--- config.mk ---
export PLATFORM = sky130hd
export DESIGN_NAME = branch_trace_debug_regs
export DESIGN_NICKNAME = d
export VERILOG_FILES = /design/src/verilog/trace_debug_pkg.sv /design/src/verilog/branch_trace_debug_regs.sv /design/src/verilog/trace_fifo.sv /design/src/verilog/debug_reg_bank.sv
export SDC_FILE = /design/constraint.sdc
export NUM_CORES = 1
export LEC_CHECK = 0
export BUFFER_PORTS_ARGS = -buffer_cell sky130_fd_sc_hd__buf_4
export CORE_ASPECT_RATIO = 0.6
export CORE_MARGIN = 2
export CORE_UTILIZATION = 55
export CTS_BUF_LIST = sky130_fd_sc_hd__clkbuf_4 sky130_fd_sc_hd__clkbuf_8 sky130_fd_sc_hd__clkbuf_16
export DETAILED_ROUTE_END_ITERATION = 8
export GPL_ROUTABILITY_DRIVEN = 0
export PLACE_DENSITY_LB_ADDON = 0.15
export SLEW_MARGIN = 20
export SYNTH_ARGS = -nofsm -noshare
export SYNTH_HDL_FRONTEND = slang
export SYNTH_SLANG_ARGS = --single-unit
export TNS_END_PERCENT = 5
--- constraint.sdc ---
create_clock -name i_sys_clk -period 19.24 [get_ports i_sys_clk]
set_clock_uncertainty 0.1 [all_clocks]
set_input_delay 3.848 -clock i_sys_clk [delete_from_list [all_inputs] [get_ports i_sys_clk]]
set_output_delay 3.848 -clock i_sys_clk [all_outputs]
set_load 0.005 [all_outputs]
--- src/verilog/trace_debug_pkg.sv ---
// constants for the branch trace and debug register block
package trace_debug_pkg;
  localparam logic [3:0] PST_CONTINUE = 4'h0;
  localparam logic [3:0] PST_BEGIN = 4'h1;
  localparam logic [3:0] PST_TAKEN_BRANCH = 4'h5;
  localparam logic [3:0] PST_MARK_2BYTE = 4'h9;
  localparam logic [3:0] PST_MARK_3BYTE = 4'ha;
  localparam logic [3:0] PST_MARK_4BYTE = 4'hb;
  localparam logic [4:0] SEL_CONFIG_STATUS = 5'h00;
  localparam logic [4:0] SEL_PORT_ATTRIBUTE = 5'h05;
  localparam logic [4:0] SEL_ATTRIBUTE_TRIGGER = 5'h06;
  localparam logic [4:0] SEL_TRIGGER_DEFINITION = 5'h07;
  localparam logic [4:0] SEL_PC_BREAKPOINT = 5'h08;
  localparam logic [4:0] SEL_PC_BREAKPOINT_MASK = 5'h09;
  localparam logic [4:0] SEL_ADDR_BREAKPOINT_HIGH = 5'h0c;
  localparam logic [4:0] SEL_ADDR_BREAKPOINT_LOW = 5'h0d;
  localparam logic [4:0] SEL_DATA_BREAKPOINT = 5'h0e;
  localparam logic [4:0] SEL_DATA_BREAKPOINT_MASK = 5'h0f;
  localparam logic [31:0] RST_CONFIG_STATUS = 32'h0010_0000;
  localparam logic [31:0] RST_PORT_ATTRIBUTE = 32'h0000_0005;
  localparam logic [31:0] RST_ATTRIBUTE_TRIGGER = 32'h0000_0005;
  localparam logic [31:0] RST_TRIGGER_DEFINITION = 32'h0000_0000;
  // field positions in debug_config_status
  localparam int CSR_IPW_BIT = 16;
  localparam int CSR_BYTES_LSB = 8;
  localparam logic [1:0] BYTES_NONE = 2'h0;
  localparam logic [1:0] BYTES_TWO = 2'h1;
  localparam logic [1:0] BYTES_THREE = 2'h2;
  localparam logic [1:0] BYTES_FOUR = 2'h3;
  localparam int FIFO_DEPTH = 4;
  localparam int FIFO_PTR_W = 2;
  typedef enum logic [1:0] {
    OUT_IDLE,
    OUT_MARK,
    OUT_DATA
  } out_state_type;
endpackage : trace_debug_pkg

--- src/verilog/branch_trace_debug_regs.sv ---
// branch trace on status and data pins plus debug register access
// How it works
// - taken branch drives status code 0x5
// - capture targets only for variant-addressed flow changes
// - marker on status pins precedes data output
// - two, three or four bytes selectable
// - bytes least first, one nibble per cycle
// - two-byte case: 0x5, then 0x9, four nibbles
// - fifo lets status run ahead of data
// - full fifo stalls pipeline showing continue code
// - registers reachable by serial port and core
// - inhibit bit blocks core breakpoint writes
// - registers accessed as 32-bit words
// - config register write-only from core side
// - five-bit select; some codes reserved
// - defined reset values for control registers
// - markers 0x9, 0xa, 0xb pick length
`timescale 1ns/100ps
module branch_trace_debug_regs (
  input wire logic i_sys_clk,
  input wire logic i_rst,
  // instruction retire stream from the core
  input wire logic i_instr_valid,
  input wire logic i_instr_taken_branch,
  input wire logic i_instr_variant_target,
  input wire logic [31:0] i_instr_target,
  input wire logic [3:0] i_instr_status,
  output logic o_pipeline_stall,
  // trace pins
  output logic [3:0] o_processor_status_pins,
  output logic [3:0] o_debug_data_pins,
  // serial debug port register commands
  input wire logic i_read_debug_reg_command,
  input wire logic i_write_debug_reg_command,
  input wire logic [4:0] i_debug_reg_select,
  input wire logic [31:0] i_port_wdata,
  output logic [31:0] o_port_rdata,
  output logic o_port_rvalid,
  output logic o_port_select_error,
  // core debug-write instruction
  input wire logic i_debug_write_instruction,
  input wire logic i_core_supervisor,
  input wire logic [4:0] i_core_select,
  input wire logic [31:0] i_core_wdata,
  output logic o_core_write_blocked
);
  logic [31:0] config_status;
  logic [31:0] rd_data;
  logic rd_ok;
  logic [1:0] byte_sel;
  logic capture;
  logic fifo_full;
  logic fifo_empty;
  logic fifo_pop;
  logic [31:0] head_addr;
  logic [1:0] head_bytes;
  trace_debug_pkg::out_state_type out_state_r;
  trace_debug_pkg::out_state_type out_state_nxt;
  logic [31:0] shift_r;
  logic [31:0] shift_nxt;
  logic [2:0] nib_left_r;
  logic [2:0] nib_left_nxt;
  logic [3:0] status_r;
  logic [3:0] status_nxt;
  logic [3:0] data_r;
  logic [3:0] data_nxt;
  logic mark_hold;
  logic bypass;
  logic push;
  logic [3:0] mark_code_r;
  logic [31:0] port_rdata_r;
  logic port_rvalid_r;
  logic port_err_r;

  function automatic logic [3:0] marker_for(input logic [1:0] bytes);
    unique case (bytes)
      trace_debug_pkg::BYTES_THREE: marker_for = trace_debug_pkg::PST_MARK_3BYTE;
      trace_debug_pkg::BYTES_FOUR: marker_for = trace_debug_pkg::PST_MARK_4BYTE;
      default: marker_for = trace_debug_pkg::PST_MARK_2BYTE;
    endcase
  endfunction : marker_for

  // count runs down to zero, so one less than the nibbles sent
  function automatic logic [2:0] nibbles_for(input logic [1:0] bytes);
    unique case (bytes)
      trace_debug_pkg::BYTES_THREE: nibbles_for = 3'h5;
      trace_debug_pkg::BYTES_FOUR: nibbles_for = 3'h7;
      default: nibbles_for = 3'h3;
    endcase
  endfunction : nibbles_for

  debug_reg_bank u_regs (
    .i_sys_clk(i_sys_clk),
    .i_rst(i_rst),
    .i_port_wr(i_write_debug_reg_command),
    .i_port_sel(i_debug_reg_select),
    .i_port_wdata(i_port_wdata),
    .i_core_wr(i_debug_write_instruction),
    .i_core_supervisor(i_core_supervisor),
    .i_core_sel(i_core_select),
    .i_core_wdata(i_core_wdata),
    .i_rd_sel(i_debug_reg_select),
    .o_rd_data(rd_data),
    .o_rd_valid_sel(rd_ok),
    .o_config_status(config_status),
    .o_core_wr_blocked(o_core_write_blocked)
  );

  assign byte_sel = config_status[trace_debug_pkg::CSR_BYTES_LSB +: 2];
  // only variant-addressed branches carry a target worth showing
  assign capture = i_instr_valid && i_instr_taken_branch && i_instr_variant_target &&
                   (byte_sel != trace_debug_pkg::BYTES_NONE);
  // a marker owns the status pins for its cycle, so a branch then waits
  assign mark_hold = (out_state_r == trace_debug_pkg::OUT_MARK) && i_instr_valid &&
                     i_instr_taken_branch;
  // stall rather than drop a target when the fifo has no room
  assign o_pipeline_stall = (capture && fifo_full) || mark_hold;
  assign fifo_pop = (out_state_r == trace_debug_pkg::OUT_IDLE) && !fifo_empty;
  // idle and empty: marker follows the branch code at once
  assign bypass = capture && fifo_empty && (out_state_r == trace_debug_pkg::OUT_IDLE);
  assign push = capture && !o_pipeline_stall && !bypass;

  trace_fifo u_fifo (
    .i_sys_clk(i_sys_clk),
    .i_rst(i_rst),
    .i_push(push),
    .i_push_addr(i_instr_target),
    .i_push_bytes(byte_sel),
    .i_pop(fifo_pop),
    .o_head_addr(head_addr),
    .o_head_bytes(head_bytes),
    .o_full(fifo_full),
    .o_empty(fifo_empty)
  );

  // status pins: marker goes out whatever the core shows, overriding its status code
  always_comb begin
    status_nxt = trace_debug_pkg::PST_CONTINUE;
    if (out_state_r == trace_debug_pkg::OUT_MARK) begin
      status_nxt = mark_code_r;
    end else if (o_pipeline_stall) begin
      status_nxt = trace_debug_pkg::PST_CONTINUE;
    end else if (i_instr_valid && i_instr_taken_branch) begin
      status_nxt = trace_debug_pkg::PST_TAKEN_BRANCH;
    end else if (i_instr_valid) begin
      status_nxt = i_instr_status;
    end
  end

  // data output sequencer
  always_comb begin
    out_state_nxt = out_state_r;
    shift_nxt = shift_r;
    nib_left_nxt = nib_left_r;
    data_nxt = 4'h0;
    unique case (out_state_r)
      trace_debug_pkg::OUT_IDLE: begin
        if (fifo_pop) begin
          out_state_nxt = trace_debug_pkg::OUT_MARK;
          shift_nxt = head_addr;
          nib_left_nxt = nibbles_for(head_bytes);
        end else if (bypass) begin
          out_state_nxt = trace_debug_pkg::OUT_MARK;
          shift_nxt = i_instr_target;
          nib_left_nxt = nibbles_for(byte_sel);
        end
      end
      trace_debug_pkg::OUT_MARK: begin
        // the marker always goes out; a new branch is stalled instead
        out_state_nxt = trace_debug_pkg::OUT_DATA;
      end
      trace_debug_pkg::OUT_DATA: begin
        data_nxt = shift_r[3:0];
        shift_nxt = {4'h0, shift_r[31:4]};
        nib_left_nxt = nib_left_r - 3'h1;
        if (nib_left_r == 3'h0) begin
          out_state_nxt = trace_debug_pkg::OUT_IDLE;
        end
      end
    endcase
  end

  always_ff @(posedge i_sys_clk or posedge i_rst) begin
    if (i_rst) begin
      out_state_r <= trace_debug_pkg::OUT_IDLE;
      shift_r <= 32'h0000_0000;
      nib_left_r <= 3'h0;
      status_r <= trace_debug_pkg::PST_CONTINUE;
      data_r <= 4'h0;
    end else begin
      out_state_r <= out_state_nxt;
      shift_r <= shift_nxt;
      nib_left_r <= nib_left_nxt;
      status_r <= status_nxt;
      data_r <= data_nxt;
    end
  end

  // marker code latched from the popped or bypassed entry
  always_ff @(posedge i_sys_clk or posedge i_rst) begin
    if (i_rst) begin
      mark_code_r <= trace_debug_pkg::PST_MARK_2BYTE;
    end else if (fifo_pop) begin
      mark_code_r <= marker_for(head_bytes);
    end else if (bypass) begin
      mark_code_r <= marker_for(byte_sel);
    end
  end

  // serial read answers one cycle after the command
  always_ff @(posedge i_sys_clk or posedge i_rst) begin
    if (i_rst) begin
      port_rdata_r <= 32'h0000_0000;
      port_rvalid_r <= 1'b0;
      port_err_r <= 1'b0;
    end else begin
      port_rvalid_r <= i_read_debug_reg_command && rd_ok;
      port_err_r <= (i_read_debug_reg_command || i_write_debug_reg_command) && !rd_ok;
      if (i_read_debug_reg_command) begin
        port_rdata_r <= rd_data;
      end
    end
  end

  assign o_processor_status_pins = status_r;
  assign o_debug_data_pins = data_r;
  assign o_port_rdata = port_rdata_r;
  assign o_port_rvalid = port_rvalid_r;
  assign o_port_select_error = port_err_r;
endmodule : branch_trace_debug_regs

--- src/verilog/trace_fifo.sv ---
// small fifo holding captured target addresses and their byte counts
`timescale 1ns/100ps
module trace_fifo (
  input wire logic i_sys_clk,
  input wire logic i_rst,
  input wire logic i_push,
  input wire logic [31:0] i_push_addr,
  input wire logic [1:0] i_push_bytes,
  input wire logic i_pop,
  output logic [31:0] o_head_addr,
  output logic [1:0] o_head_bytes,
  output logic o_full,
  output logic o_empty
);
  logic [31:0] addr_mem [trace_debug_pkg::FIFO_DEPTH];
  logic [1:0] bytes_mem [trace_debug_pkg::FIFO_DEPTH];
  logic [trace_debug_pkg::FIFO_PTR_W-1:0] wr_ptr_r;
  logic [trace_debug_pkg::FIFO_PTR_W-1:0] rd_ptr_r;
  logic [trace_debug_pkg::FIFO_PTR_W:0] count_r;
  wire do_push = i_push && !o_full;
  wire do_pop = i_pop && !o_empty;

  assign o_full = (count_r == 3'(trace_debug_pkg::FIFO_DEPTH));
  assign o_empty = (count_r == 3'h0);
  assign o_head_addr = addr_mem[rd_ptr_r];
  assign o_head_bytes = bytes_mem[rd_ptr_r];

  always_ff @(posedge i_sys_clk) begin
    if (do_push) begin
      addr_mem[wr_ptr_r] <= i_push_addr;
      bytes_mem[wr_ptr_r] <= i_push_bytes;
    end
  end

  always_ff @(posedge i_sys_clk or posedge i_rst) begin
    if (i_rst) begin
      wr_ptr_r <= '0;
      rd_ptr_r <= '0;
      count_r <= '0;
    end else begin
      wr_ptr_r <= wr_ptr_r + 2'(do_push);
      rd_ptr_r <= rd_ptr_r + 2'(do_pop);
      count_r <= count_r + 3'(do_push) - 3'(do_pop);
    end
  end
endmodule : trace_fifo

--- src/verilog/debug_reg_bank.sv ---
// bank of 32-bit debug registers, reached by serial port and core
`timescale 1ns/100ps
module debug_reg_bank (
  input wire logic i_sys_clk,
  input wire logic i_rst,
  input wire logic i_port_wr,
  input wire logic [4:0] i_port_sel,
  input wire logic [31:0] i_port_wdata,
  input wire logic i_core_wr,
  input wire logic i_core_supervisor,
  input wire logic [4:0] i_core_sel,
  input wire logic [31:0] i_core_wdata,
  input wire logic [4:0] i_rd_sel,
  output logic [31:0] o_rd_data,
  output logic o_rd_valid_sel,
  output logic [31:0] o_config_status,
  output logic o_core_wr_blocked
);
  logic [31:0] ctl_r [8];
  logic [31:0] bp_r [8];
  logic inhibit_processor_writes;
  logic core_ok;
  logic wr_en;
  logic [4:0] wr_sel;
  logic [31:0] wr_data;

  function automatic logic is_reserved(input logic [4:0] sel);
    is_reserved = sel[4] || (sel >= 5'h01 && sel <= 5'h04) || sel == 5'h0a || sel == 5'h0b;
  endfunction : is_reserved

  function automatic logic is_breakpoint(input logic [4:0] sel);
    is_breakpoint = (sel >= trace_debug_pkg::SEL_PC_BREAKPOINT) && !is_reserved(sel);
  endfunction : is_breakpoint

  assign inhibit_processor_writes = ctl_r[0][trace_debug_pkg::CSR_IPW_BIT];
  // core writes need supervisor mode, and breakpoints honour the lock
  assign core_ok = i_core_wr && i_core_supervisor && !is_reserved(i_core_sel) &&
                   !(inhibit_processor_writes && is_breakpoint(i_core_sel));
  assign o_core_wr_blocked = i_core_wr && !core_ok;
  // serial port wins; concurrent access is the other party's problem
  assign wr_en = i_port_wr ? !is_reserved(i_port_sel) : core_ok;
  assign wr_sel = i_port_wr ? i_port_sel : i_core_sel;
  assign wr_data = i_port_wr ? i_port_wdata : i_core_wdata;
  assign o_rd_valid_sel = !is_reserved(i_rd_sel);
  assign o_rd_data = !o_rd_valid_sel ? 32'h0000_0000 :
                     i_rd_sel[3] ? bp_r[i_rd_sel[2:0]] : ctl_r[i_rd_sel[2:0]];
  assign o_config_status = ctl_r[0];

  // reserved slots 1 to 4 are never written; they read as zero anyway
  always_ff @(posedge i_sys_clk or posedge i_rst) begin
    if (i_rst) begin
      ctl_r[0] <= trace_debug_pkg::RST_CONFIG_STATUS;
      ctl_r[1] <= 32'h0000_0000;
      ctl_r[2] <= 32'h0000_0000;
      ctl_r[3] <= 32'h0000_0000;
      ctl_r[4] <= 32'h0000_0000;
      ctl_r[5] <= trace_debug_pkg::RST_PORT_ATTRIBUTE;
      ctl_r[6] <= trace_debug_pkg::RST_ATTRIBUTE_TRIGGER;
      ctl_r[7] <= trace_debug_pkg::RST_TRIGGER_DEFINITION;
    end else if (wr_en && !wr_sel[3]) begin
      ctl_r[wr_sel[2:0]] <= wr_data;
    end
  end

  // breakpoints carry no reset value
  always_ff @(posedge i_sys_clk) begin
    if (wr_en && wr_sel[3]) begin
      bp_r[wr_sel[2:0]] <= wr_data;
    end
  end
endmodule : debug_reg_bank

# After elaboration in Yosys (flattened, before gate mapping)
# Memory sizes are Yosys's and may differ from the RTL's.
# Index checks and enable logic that the tools add are counted.
[op_classes] n_bitwise=2 eq_ne=13 reduce_logical=51 muxes=36 order_cmp=8 add_sub_neg=5
[op_table] op="bitwise mux 256 bit" n=1
[op_table] op="two-way mux 32 bit" n=8
[op_table] op="binary-select mux 32 bit (select 3 bit)" n=1
[op_table] op="demux 32 bit (select 3 bit)" n=1
[op_table] op="case mux 32 bit (2 select lines)" n=1
[op_table] op="two-way mux 4 bit" n=8
[op_table] op="logical AND 1 bit" n=26
[op_table] op="equality test 5 x 4 -> 1 bit, second input constant" n=4
[op_table] op="case mux 3 bit (2 select lines)" n=3
[op_table] op="equality test 2 bit, second input constant" n=5
[op_table] op="greater-or-equal comparator 5 x 1 -> 1 bit, second input constant" n=2
[op_table] op="<= comparator 5 x 3 -> 1 bit, second input constant" n=2
[op_table] op="logical NOT 1 bit" n=9
[op_table] op="greater-or-equal comparator 4 bit, second input constant" n=2
[op_table] op="logical OR 1 bit" n=8
[op_table] op="inverter 3 -> 4 bit" n=2
[op_table] op="case mux 2 bit (2 select lines)" n=2
[op_table] op="logical NOT 3 bit" n=2
[op_table] op="two-way mux 2 bit" n=3
[op_table] op="two-way mux 3 bit" n=2
[op_table] op="case mux 2 bit (3 select lines)" n=1
[op_table] op="nonzero test 2 bit" n=3
[op_table] op="greater-or-equal comparator 5 x 4 -> 1 bit, second input constant" n=1
[op_table] op="two-way mux 1 bit" n=5
[op_table] op="other kinds (11)" n=13
[word_totals] ff_bits=346 mem_count=3 out_inout_bits=44 ram_bits=392 word_cells=138 inputBits=119
[mem_list] memory="u_regs.bp_r" depth=8 width=32 read_ports=1 rd_clocked_by_memory_dff=0 wr=1 line="debug_reg_bank.sv:20" text="logic [31:0] bp_r [8];"
[mem_list] memory="u_fifo.addr_mem" depth=4 width=32 read_ports=1 rd_clocked_by_memory_dff=0 wr=1 line="trace_fifo.sv:15" text="logic [31:0] addr_mem [trace_debug_pkg::FIFO_DEPTH];"
[mem_list] memory="u_fifo.bytes_mem" depth=4 width=2 read_ports=1 rd_clocked_by_memory_dff=0 wr=1 line="trace_fifo.sv:16" text="logic [1:0] bytes_mem [trace_debug_pkg::FIFO_DEPTH];"

# Longest topological paths before layout
# Gate-level depths: netlist of run 1.
[logic_depth] word_depth=14 ltp_mapped=11 mapped_depth_nobuf=10

# Cells and area by module
# A second synthesis of run 1 with hierarchy kept.
[unflattened] cells_unflattened=1539 hier_area_um2=26631.8
[by_module_without_submodules] mod="debug_reg_bank" area_each_um2=17342.9 seq_area_each_um2=11522.3 instances=1 cells_per_inst=1024
[by_module_without_submodules] mod="trace_fifo" area_each_um2=5353.9 seq_area_each_um2=4259.1 instances=1 cells_per_inst=210
[by_module_without_submodules] mod="branch_trace_debug_regs" area_each_um2=3935.0 seq_area_each_um2=2028.2 instances=1 cells_per_inst=305

# Least setup slack after synthesis of run 1
# OpenSTA, ideal clock, no wires.
[synth_timing] kind="input to output" from="input port i_core_select[0]" to="output port o_core_write_blocked" t_arrival_ps=4670 required_ps=15292 path_buffers=0 slack_ps=10622 stages=4 cell_sequence="nor2b_1 > a211o_1 > a2111oi_0 > nor2b_1"
[synth_between] elab_chain_cells=12 word_cells_on_any_way=17 classes_between="order compare (3); eq/ne (2); reduce/logical (12)"
[synth_lines] item="start: declaration" line="branch_trace_debug_regs.sv:43" text="input wire logic [4:0] i_core_select,"
[synth_lines] item="greater-or-equal comparator 5 x 1 -> 1 bit / <= comparator 5 x 3 -> 1 bit (equally long branches)" line="debug_reg_bank.sv:28" text="is_reserved = sel[4] || (sel >= 5'h01 && sel <= 5'h04) || sel == 5'h0a || sel == 5'h0b;"
[synth_lines] item="logical AND 1 bit" line="debug_reg_bank.sv:28"
[synth_lines] item="logical OR 1 bit (3 in series)" line="debug_reg_bank.sv:28"
[synth_lines] item="logical NOT 1 bit" line="debug_reg_bank.sv:32, debug_reg_bank.sv:37"
[synth_lines] item="logical AND 1 bit" line="debug_reg_bank.sv:32" text="is_breakpoint = (sel >= trace_debug_pkg::SEL_PC_BREAKPOINT) && !is_reserved(sel);"
[synth_lines] item="logical AND 1 bit" line="debug_reg_bank.sv:38" text="!(inhibit_processor_writes && is_breakpoint(i_core_sel));"
[synth_lines] item="logical NOT 1 bit" line="debug_reg_bank.sv:38"
[synth_lines] item="logical AND 1 bit *" line="debug_reg_bank.sv:37" text="assign core_ok = i_core_wr && i_core_supervisor && !is_reserved(i_core_sel) &&"
[synth_lines] item="logical NOT 1 bit *" line="debug_reg_bank.sv:39" text="assign o_core_wr_blocked = i_core_wr && !core_ok;"
[synth_lines] item="logical AND 1 bit *" line="debug_reg_bank.sv:39"
[synth_lines] item="end: declaration" line="branch_trace_debug_regs.sv:45" text="output logic o_core_write_blocked"
# Every way passes the cells marked *; elsewhere a longest branch is shown, timed or not.

# Final worst setup path of run 1
# Same ends and word-level chain as after synthesis.

==> results of run 1 <==
-- routing by layer --
layer  share of wire [%]  wire length [um]  track usage, %  vias up
met2                  47             29000            35.1      407
met5                   0                 0               0        -
met1                  46             28800            34.7     8004
met4                 2.0              1240            5.67        0
met3                 5.1              3200            3.60       82
li1                    -                 -               -     6653
-- worst max-delay path: stages --
cell and delay, ns:
buf_4 0.12, nor2b_1 0.12, a211o_1 0.29, a2111oi_0 0.40, nor2b_1 0.10, buf_4 0.15
-- stage by stage --
stage               power (mW)  area, um^2  cells  setup WS (ns)  util (%)
floorplan                 2.39       30000   1806           5.77         -
global placement          2.57       31400   2477          10.27      59.4
detailed placement        2.60       31500   2477          10.28      59.4
CTS                       3.99       33800   2601          10.29      63.8
global route              4.14       33800   2601          10.23      63.8
finish                    3.95       33800   2601          10.26      63.8
-- how the worst max path moves through the flow --
stage,startpoint,end,slack [ns],cells after the start
floorplan,i_rst,mark_code_r[1],5.77,1
global placement,i_core_select[0],o_core_write_blocked,10.27,6
detailed placement,i_core_select[0],o_core_write_blocked,10.28,6
CTS,i_core_select[0],o_core_write_blocked,10.29,6
global route,i_core_select[0],o_core_write_blocked,10.23,6
finish,i_core_select[0],o_core_write_blocked,10.26,6
-- cell families after synthesis --
group	count (synthesis)	share of synthesized area [%]
flops	736	68.5
mux	393	20.8
simple gates	174	2.65
fa+ha+maj	11	0.488
other cells	1	0.0126
buf+inv	269	3.71
compound gates	154	3.59
xor+xnor	5	0.147
-- power groups by stage --
stage,registers (mW),logic (mW),clock network [mW]
6_report,1.89,0.679,1.39
5_1_grt,1.90,0.750,1.48
4_1_cts,1.89,0.685,1.42
3_5_place_dp,1.92,0.680,0
3_3_place_gp,1.91,0.664,0
2_1_floorplan,1.89,0.499,0
-- final cells by class --
class | instances | area share, %
well taps | 703 | 2.60
multi-input cells | 801 | 25.3
repair buffers | 193 | 4.32
clock buffers | 100 | 6.05
inverters | 44 | 0.511
clock inverters | 24 | 0.866
flip-flops and latches | 736 | 60.3
-- cell usage after synthesis, drive strengths merged (2+ instances only) --
master and n:
a21oi 34, nand3 8, nor2b 9, mux2 160, a2111oi 2, a21boi 2, a211o 3, xnor2 3
nand2b 5, and2 7, o21ai 37, mux4 158, a22oi 2, dfstp 6, nor3 7, buf 52
nand2 106, a21o 2, a22o 29, ha 10, inv 43, nor2 17, clkbuf 173, o221ai 31
and3 2, a211oi 2, o22ai 3, nor3b 4, mux2i 75, dfrtp 338, edfxtp 392, xor2 2
-- state kept, by name, indices dropped and copies added (netlist names), 8 cells and up --
| name | count |
|---|---|
| u_regs.ctl_r | 224 |
| shift_r | 32 |
| o_port_rdata | 32 |
| u_regs.bp_r | 256 |
| u_regs.o_config_status | 32 |
| u_fifo.addr_mem | 128 |
| u_fifo.bytes_mem | 8 |
-- layout by cell type (no fill, tap or decap), types with 12 or more instances in the layout --
cell	synthesis	final
buf_4	4	191
edfxtp_1	392	392
nand2_1	106	105
clkbuf_16	0	70
clkbuf_8	0	12
mux2_1	19	19
a22o_1	29	29
o21ai_0	37	36
mux2_4	24	24
a21oi_1	34	34
o221ai_1	31	31
inv_1	43	42
conb_1	1	64
mux2_2	117	117
dfrtp_1	338	337
clkbuf_4	0	19
mux4_2	158	158
nor2_1	17	14
mux2i_1	75	75
==> out/results.ini, run 1 <==
[synth]
syn_area_per_cell_um2=17.1
syn_inst=1743
async_reset_ff_share_pct=46.7
synth_top_area_share_pct=39.6
synth_top_area_cell=edfxtp_1
syn_area_um2=29700
synth_ff_type=edfxtp_1
synth_area_leaders=edfxtp_1 (40%), dfrtp_1 (28%), mux4_2 (12%)
yosysWarnings=0
synth-edff-count=392
synth_seq_area_share_pct=68.5
synth_seq_cells=736
synth_cell_types=58

[global_routing]
grt_max_degree=103
grt_pass1_wl_mm=95.8
grt_pass1_vias=15813
antenna_found_initial=0
overflow=0
grt.total_usage_pct=22.8

[pwr]
power_density_nw_per_um2=117
ir_drop_uv=66.3
combPwrFrac_pct=17.2
p_int_mw=2.94
seqPwrFrac_pct=47.8
power_frac_clock_pct=35.1
switching_power_mw=1.01
p_sw_share_pct=25.5
p_leak_nw=13.8

[worst_setup_path]
rr_worst_depth=10
worst_ep_required_time_ns=15.29
worstPathArrival_ns=5.03
reg2reg_slack_ns=15.87
crit_fanout=4
critPathLaunchType=input port
critPathKind=input port to output port
end_kind=output port
r2r-end=u_fifo.count_r[2]
regToRegStartpoint=u_fifo.count_r[2]

[clocking]
cts_root_buf=clkbuf_16
cts.path.max_buffers=3
cts_setup_buffers=0
cts_tree=built
cts.clk_slew.worst_paths_ns=0.06
cts_buffers=67
cts_resized=0
clock_latency_ns=0.59
htreeDepth=3
hold_buffers=0
numClockSinks=736

[placement]
dp_hpwl_mm=34.7
io_buffers=162

[hold_path]
hp-class=register to register
hold_depth=0
min_from=u_regs.ctl_r[206]
hold_end=u_regs.ctl_r[206]

[timing]
finalSetupTns_ns=0
slew_headroom_pct=29.3
hold_ws_ns=0.273
fin_crit_ns=8.98
worstMarginPinSlew_ns=1.06
fin_crit_sh_pct=46.7
hold_viol_final=0
max_freq_mhz=111
rsz0062_at_grt=no
finalMaxSlewViolations=0
final-setup-viol-count=0

[run_status]
status=finished, final reports clean

[route]
num_vias=15146
wl_mm=62.2
drtIter0Drc=1199
via_per_inst=5.82
ant_nets=0
post_drt_wl_per_cell_um=23.9
drtPass1Iterations=5
drc=0

[finish]
n_fill_cell=3749
area_delta_synth_final_pct=13.6
fin_nets=1973
antennaDiodeCount=0
final-seq-area_um2=20400
multi_input_area_um2=8550
drive_gt1_share_pct=33.8

[die]
die_w_um=304
io_pins=163
die_y_um=184
start_util_pct=56.2
dieArea_um2=56000
core_region_area_um2=52900
rows=65

[run]
cap_violations=0

(Power assumes the default switching activity.)
==> inputs of run 2 (changes only) <==
- clock period: 19.24 -> 8.2 ns (I/O delays scaled with it)
==> run 2 against run 1 <==
Against the previous run: cell count about the same; sequential power up 140%; routed wire length down 1.1%; die area unchanged; critical endpoint unchanged.
==> out/results.ini, run 2 (synthesis gave the netlist of run 1 again) <==
[worst_setup_path]
critPathLaunchType=input port  ; unchanged
critPathKind=input port to output port  ; unchanged
path_buf_inv=2  ; unchanged
end_kind=output port  ; unchanged
worstPathArrival_ns=2.83  ; was 5.03 ns
crit_family=compound AO/OA/AOI/OAI gates  ; unchanged
crit_fanout=4  ; unchanged
worst_ep_required_time_ns=6.46  ; was 15.29 ns
max_stage_delay_ns=0.40  ; about the same
crit_path_cell_trace=buf_4 -> nor2b_1 -> a211o_1 -> a2111oi_0 -> nor2b_1 -> buf_4  ; unchanged
critical_path.slowest_cell=a2111oi_0  ; unchanged

[finish]
antennaDiodeCount=0  ; unchanged
final_util_pct=64.0  ; was 63.8%
largest_reg_flops=256  ; unchanged
drive_gt1_share_pct=33.6  ; was 33.8%
fin_nets=1973  ; unchanged
stdcell_area_um2=33900  ; was 33800 um^2
final_common_cell=edfxtp_1  ; unchanged
final_cell_mix=edfxtp_1 (392), dfrtp_1 (337), buf_4 (188)  ; was edfxtp_1 (392), dfrtp_1 (337), buf_4 (191)
area_delta_synth_final_pct=14.0  ; was 13.6%

[placement]
io_buffers=162  ; unchanged
postPlaceCellArea_um2=31400  ; was 31500 um^2
dp_hpwl_mm=35.2  ; was 34.7 mm
pre_cts_ws_ns=3.50  ; was 10.28 ns

[global_routing]
grtUsageMet1_pct=34.9  ; was 34.7%
grt_pass1_vias=15733  ; was 15813
grt.total_usage_pct=22.8  ; about the same
antenna_found_initial=0  ; unchanged
grt_max_degree=115  ; was 103
overflow=0  ; unchanged
grt.met2_usage_pct=34.9  ; was 35.1%
grt_pass1_wl_mm=96.0  ; was 95.8 mm
grt-busiest-layer=met2  ; unchanged
gr-usage-met3_pct=3.93  ; was 3.60%

[route]
post_drt_wl_per_cell_um=23.7  ; was 23.9 um
wl_mm=61.5  ; was 62.2 mm
drtPass1Iterations=5  ; unchanged
ant_nets=0  ; unchanged
via_per_inst=5.77  ; was 5.82
drtIter0Drc=1044  ; was 1199
drc=0  ; unchanged
num_vias=15009  ; was 15146

[clocking]
htreeDepth=3  ; unchanged
cts_root_buf=clkbuf_16  ; unchanged
cts_buffers=68  ; was 67
cts_setup_buffers=0  ; unchanged
hold_buffers=0  ; unchanged
clock_latency_ns=0.59  ; about the same
cts.path.max_buffers=3  ; unchanged
cts.clk_slew.worst_paths_ns=0.06  ; about the same
numClockSinks=736  ; unchanged
cts_resized=0  ; unchanged
cts_tree=built  ; unchanged

[die]
core_region_area_um2=52900  ; unchanged
die_w_um=304  ; unchanged
die_y_um=184  ; unchanged
dieArea_um2=56000  ; unchanged
rows=65  ; unchanged
start_util_pct=56.2  ; unchanged
io_pins=163  ; unchanged

[timing]
finalMaxSlewViolations=0  ; unchanged
worstMarginPinSlew_ns=1.13  ; was 1.06 ns
final-setup-viol-count=0  ; unchanged
finalSetupTns_ns=0  ; unchanged
fin_crit_ns=4.57
slew_headroom_pct=24.7  ; was 29.3%
max_freq_mhz=219
fin_crit_sh_pct=55.7
final.setup.worst_slack_ns=3.63  ; was 10.26 ns
hold_viol_final=0  ; unchanged
rsz0062_at_grt=no  ; unchanged

[run_status]
status=finished, final reports clean  ; unchanged

[pwr]
p_sw_share_pct=25.2  ; was 25.5%
power_density_nw_per_um2=278  ; was 117 nW/um^2
power_frac_clock_pct=36.1  ; was 35.1%
p_int_mw=7.06  ; was 2.94 mW
seqPwrFrac_pct=47.2  ; was 47.8%
p_leak_nw=13.9  ; was 13.8 nW
ir_drop_uv=143  ; was 66.3 uV
switching_power_mw=2.38  ; was 1.01 mW
combPwrFrac_pct=16.8  ; was 17.2%

[run]
cap_violations=0  ; unchanged

[hold_path]
hp-class=register to register  ; unchanged

==> run 2: per-layer routing <==
metal,wire length [um],vias to the layer above
li1,-,6642
met1,28700,7931
met2,28900,372
met3,3060,64
met4,843,0
met5,0,-
==> run 2: area by class of cell <==
| type | instances | area, um^2 |
|---|---|---|
| Clock buffer | 95 | 2040 |
| Clock inverter | 28 | 405 |
| Fill cell | 3719 | 19000 |
| Inverter | 44 | 169 |
| Multi-Input combinational cell | 801 | 8550 |
| Sequential cell | 736 | 20400 |
| Tap cell | 703 | 880 |
| Timing Repair Buffer | 192 | 1470 |
==> run 2: worst paths after layout <==
kind | start | endpoint | slack (ns) | depth (start not counted)
setup / recovery | i_core_select[0] | o_core_write_blocked | 3.63 | 6
hold / removal | u_regs.ctl_r[221] | u_regs.ctl_r[221] | 0.27 | 0
setup reg to reg | u_fifo.count_r[0] | u_fifo.count_r[2] | 5.11 | 10
hold reg to reg | u_regs.ctl_r[221] | u_regs.ctl_r[221] | 0.27 | 0
max in group asynchronous | i_rst | u_regs.ctl_r[42] | 5.52 | 4
min in group asynchronous | i_rst | shift_r[24] | 1.14 | 3
==> run 2: worst reg2reg max path, stage by stage (launching register included) <==
cell and delay [ns]:
dfrtp_1 0.40, nor3_1 0.47, nand2b_1 0.18, buf_4 0.39, clkinv_1 0.17, ha_1 0.30
inv_1 0.04, ha_1 0.20, fa_1 0.42, xnor2_1 0.21, xnor2_1 0.14
==> run 2: power groups by stage <==
stage | clock network [mW] | logic (mW) | registers [mW]
after floorplan | 0 | 1.17 | 4.44
after global placement | 0 | 1.54 | 4.50
after detailed placement | 0 | 1.59 | 4.52
after CTS | 3.48 | 1.60 | 4.45
after global routing | 3.64 | 1.75 | 4.49
final | 3.40 | 1.58 | 4.45
==> run 2: through the flow <==
step | power (mW) | std cells | hold WS [ns]
6_report | 9.44 | 2599 | 0.272
5_1_grt | 9.88 | 2599 | 0.283
4_1_cts | 9.53 | 2599 | 0.276
3_5_place_dp | 6.11 | 2476 | 0.263
3_3_place_gp | 6.05 | 2476 | 0.260
2_1_floorplan | 5.61 | 1806 | 0.324
==> inputs of run 3 (changes only) <==
- ABC_AREA: not set -> 1
- clock period: 8.2 -> 4.5 ns (I/O delays scaled with it)
==> run 3 against run 2 <==
Against the previous run: cell count is 57% higher; non-clock buffer count is 32 higher; critical path type is now register to output port; routed wire length is 37% higher; combinational power is 130% higher; flip-flop and latch count stayed put; worst hold slack worse by 0.070 ns; via count is 55% higher.
==> out/results.ini, run 3 <==
[timing]
hold_ws_ns=0.202  ; was 0.272 ns
slew_headroom_pct=25.0  ; was 24.7%
rsz0062_at_grt=no  ; unchanged
finalMaxSlewViolations=0  ; unchanged
final-setup-viol-count=0  ; unchanged
finalSetupTns_ns=0  ; unchanged
fin_crit_sh_pct=66.8
hold_viol_final=0  ; unchanged
max_freq_mhz=333
fin_crit_ns=3.01
final.setup.worst_slack_ns=1.49  ; was 3.63 ns
worstMarginPinSlew_ns=1.12  ; was 1.13 ns

[synth]
synth_ff_type=edfxtp_1  ; unchanged
synth_most_common_cell=nand2_1  ; was edfxtp_1
yosysWarnings=0  ; unchanged
synth_seq_cells=736  ; unchanged
synth_seq_area_share_pct=64.5  ; was 68.5%
syn_inst=3228  ; was 1743
synth_top_area_cell=edfxtp_1  ; unchanged
syn_area_per_cell_um2=9.79  ; was 17.1 um^2
synth_top_area_share_pct=37.3  ; was 39.6%
synth-edff-count=392  ; unchanged
synth_cell_types=41  ; was 58
synth_area_leaders=edfxtp_1 (37%), dfrtp_1 (27%), nand2_1 (10%)  ; was edfxtp_1 (40%), dfrtp_1 (28%), mux4_2 (12%)
syn_area_um2=31600  ; was 29700 um^2
synth_commonest_cells=nand2_1 (872), nor2_1 (401), edfxtp_1 (392), dfrtp_1 (338), nand3_1 (291)  ; was edfxtp_1 (392), dfrtp_1 (338), clkbuf_1 (173), mux4_2 (158), mux2_2 (117)
async_reset_ff_share_pct=46.7  ; unchanged

[clocking]
cts_buffers=69  ; was 68
cts_setup_buffers=0  ; unchanged
clock_latency_ns=0.62  ; was 0.59 ns
numClockSinks=736  ; unchanged
hold_buffers=0  ; unchanged
cts.path.max_buffers=3  ; unchanged
cts_resized=0  ; unchanged
cts.clk_slew.worst_paths_ns=0.07  ; was 0.06 ns
cts_root_buf=clkbuf_16  ; unchanged
cts_tree=built  ; unchanged
htreeDepth=3  ; unchanged

[global_routing]
antenna_found_initial=0  ; unchanged
grt.total_usage_pct=28.7  ; was 22.8%
grt_pass1_vias=22933  ; was 15733
grt_pass1_wl_mm=131  ; was 96.0 mm
overflow=0  ; unchanged
grt_max_degree=104  ; was 115

[finish]
multi_input_area_um2=9410  ; was 8550 um^2
antennaDiodeCount=0  ; unchanged
area_delta_synth_final_pct=12.4  ; was 14.0%
final_common_cell=nand2_1  ; was edfxtp_1
drive_gt1_share_pct=12.1  ; was 33.6%
final-seq-area_um2=20400  ; unchanged
largest_reg_flops=256  ; unchanged
stdcell_area_um2=35500  ; was 33900 um^2
n_fill_cell=4518  ; was 3719
fin_nets=3391  ; was 1973
final_cell_mix=nand2_1 (870), nor2_1 (399), edfxtp_1 (392)  ; was edfxtp_1 (392), dfrtp_1 (337), buf_4 (188)

[worst_setup_path]
critPathKind=register to output port  ; was input port to output port
crit_path_frequent_cell=inv_1
critical_path.slowest_cell=dfrtp_1  ; was a2111oi_0
max_stage_delay_ns=0.46  ; was 0.40 ns
crit_path_cell_trace=inv_1 -> nand2_1 -> nand3_1 -> inv_1 -> a22oi_1 -> inv_1 -> buf_4  ; was buf_4 -> nor2b_1 -> a211o_1 -> a2111oi_0 -> nor2b_1 -> buf_4
worstPathArrival_ns=2.01  ; was 2.83 ns
critPathLaunchType=register  ; was input port
end_kind=output port  ; unchanged
crit_fanout=8  ; was 4
worst_ep_required_time_ns=3.50  ; was 6.46 ns

[hold_path]
hp-class=input port to asynchronous set/reset pin  ; was register to register

[route]
drtIter0Drc=2937  ; was 1044
num_vias=23193  ; was 15009
drtPass1Iterations=5  ; unchanged
wl_mm=84.3  ; was 61.5 mm
drc=0  ; unchanged
via_per_inst=5.69  ; was 5.77
post_drt_wl_per_cell_um=20.7  ; was 23.7 um
ant_nets=0  ; unchanged

[die]
dieArea_um2=59400  ; was 56000 um^2
io_pins=163  ; unchanged
die_w_um=313  ; was 304 um
core_region_area_um2=56300  ; was 52900 um^2
start_util_pct=56.2  ; about the same
rows=67  ; was 65
die_y_um=190  ; was 184 um

[placement]
postPlaceCellArea_um2=33100  ; was 31400 um^2
dp_hpwl_mm=47.3  ; was 35.2 mm
pre_cts_ws_ns=1.07  ; was 3.50 ns
io_buffers=162  ; unchanged

[pwr]
power_density_nw_per_um2=501  ; was 278 nW/um^2
ir_drop_uv=353  ; was 143 uV
design_power_total_mw=17.8  ; was 9.44 mW
p_leak_nw=15.7  ; was 13.9 nW

[run]
cap_violations=0  ; unchanged

[run_status]
status=finished, final reports clean  ; unchanged

[run 3: cell families after synthesis]
family          count (synthesis)  share of synthesized area, %
compound gates                192                          3.51
xor+xnor                        4                         0.111
fa+ha+maj                      11                         0.459
buf+inv                       488                          6.67
flops                         736                          64.5
other cells                     1                        0.0119
simple gates                 1796                          24.7
[run 3: layout make-up]
class / count / share of cell area [%]
sequential: 736 / 57.4
multi-input combinational: 2067 / 26.5
clock buffer: 97 / 5.80
timing repair buffer: 224 / 4.91
tap: 759 / 2.68
inverter: 163 / 1.76
clock inverter: 31 / 0.920
[run 3: worst paths after layout]
path	startpoint	to	slack [ns]	cells past startpoint
min	i_rst	o_port_rdata[3]	0.20	2
max	u_regs.o_config_status[9]	o_pipeline_stall	1.49	7
max in group asynchronous	i_rst	u_regs.ctl_r[101]	2.99	3
max reg2reg	u_regs.o_config_status[9]	u_fifo.addr_mem[1][6]	1.87	9
min in group i_sys_clk	u_regs.ctl_r[188]	u_regs.ctl_r[188]	0.27	0
min reg2reg	u_regs.ctl_r[188]	u_regs.ctl_r[188]	0.27	0
[run 3: critical path: cells and delay by family, from the launching register on]
family,cells,cell delay [ns]
compound gates,1,0.15
simple gates,2,0.28
buf+inv,4,0.50
flops,1,0.46
[run 3: routing by layer]
metal / up-vias / track usage (%) / share of wire, %
li1: 10662 / - / -
met1: 11319 / 43.0 / 45
met2: 1049 / 42.7 / 44
met3: 163 / 5.61 / 8.9
met4: 0 / 8.83 / 2.5
met5: - / 0 / 0
[run 3: power by group]
group	total [mW]	switching (mW)	leakage [nW]	internal, mW
Sequential	8.09	0.324	8.08	7.76
Clock	6.11	2.55	1.20	3.56
Combinational	3.58	2.44	6.45	1.13
[run 3: metrics by stage]
step	util (%)	instances
finish	63.1	4077
detailed placement	58.9	3949
CTS	63.1	4077
floorplan	-	3291
global placement	58.9	3949
global route	63.1	4077
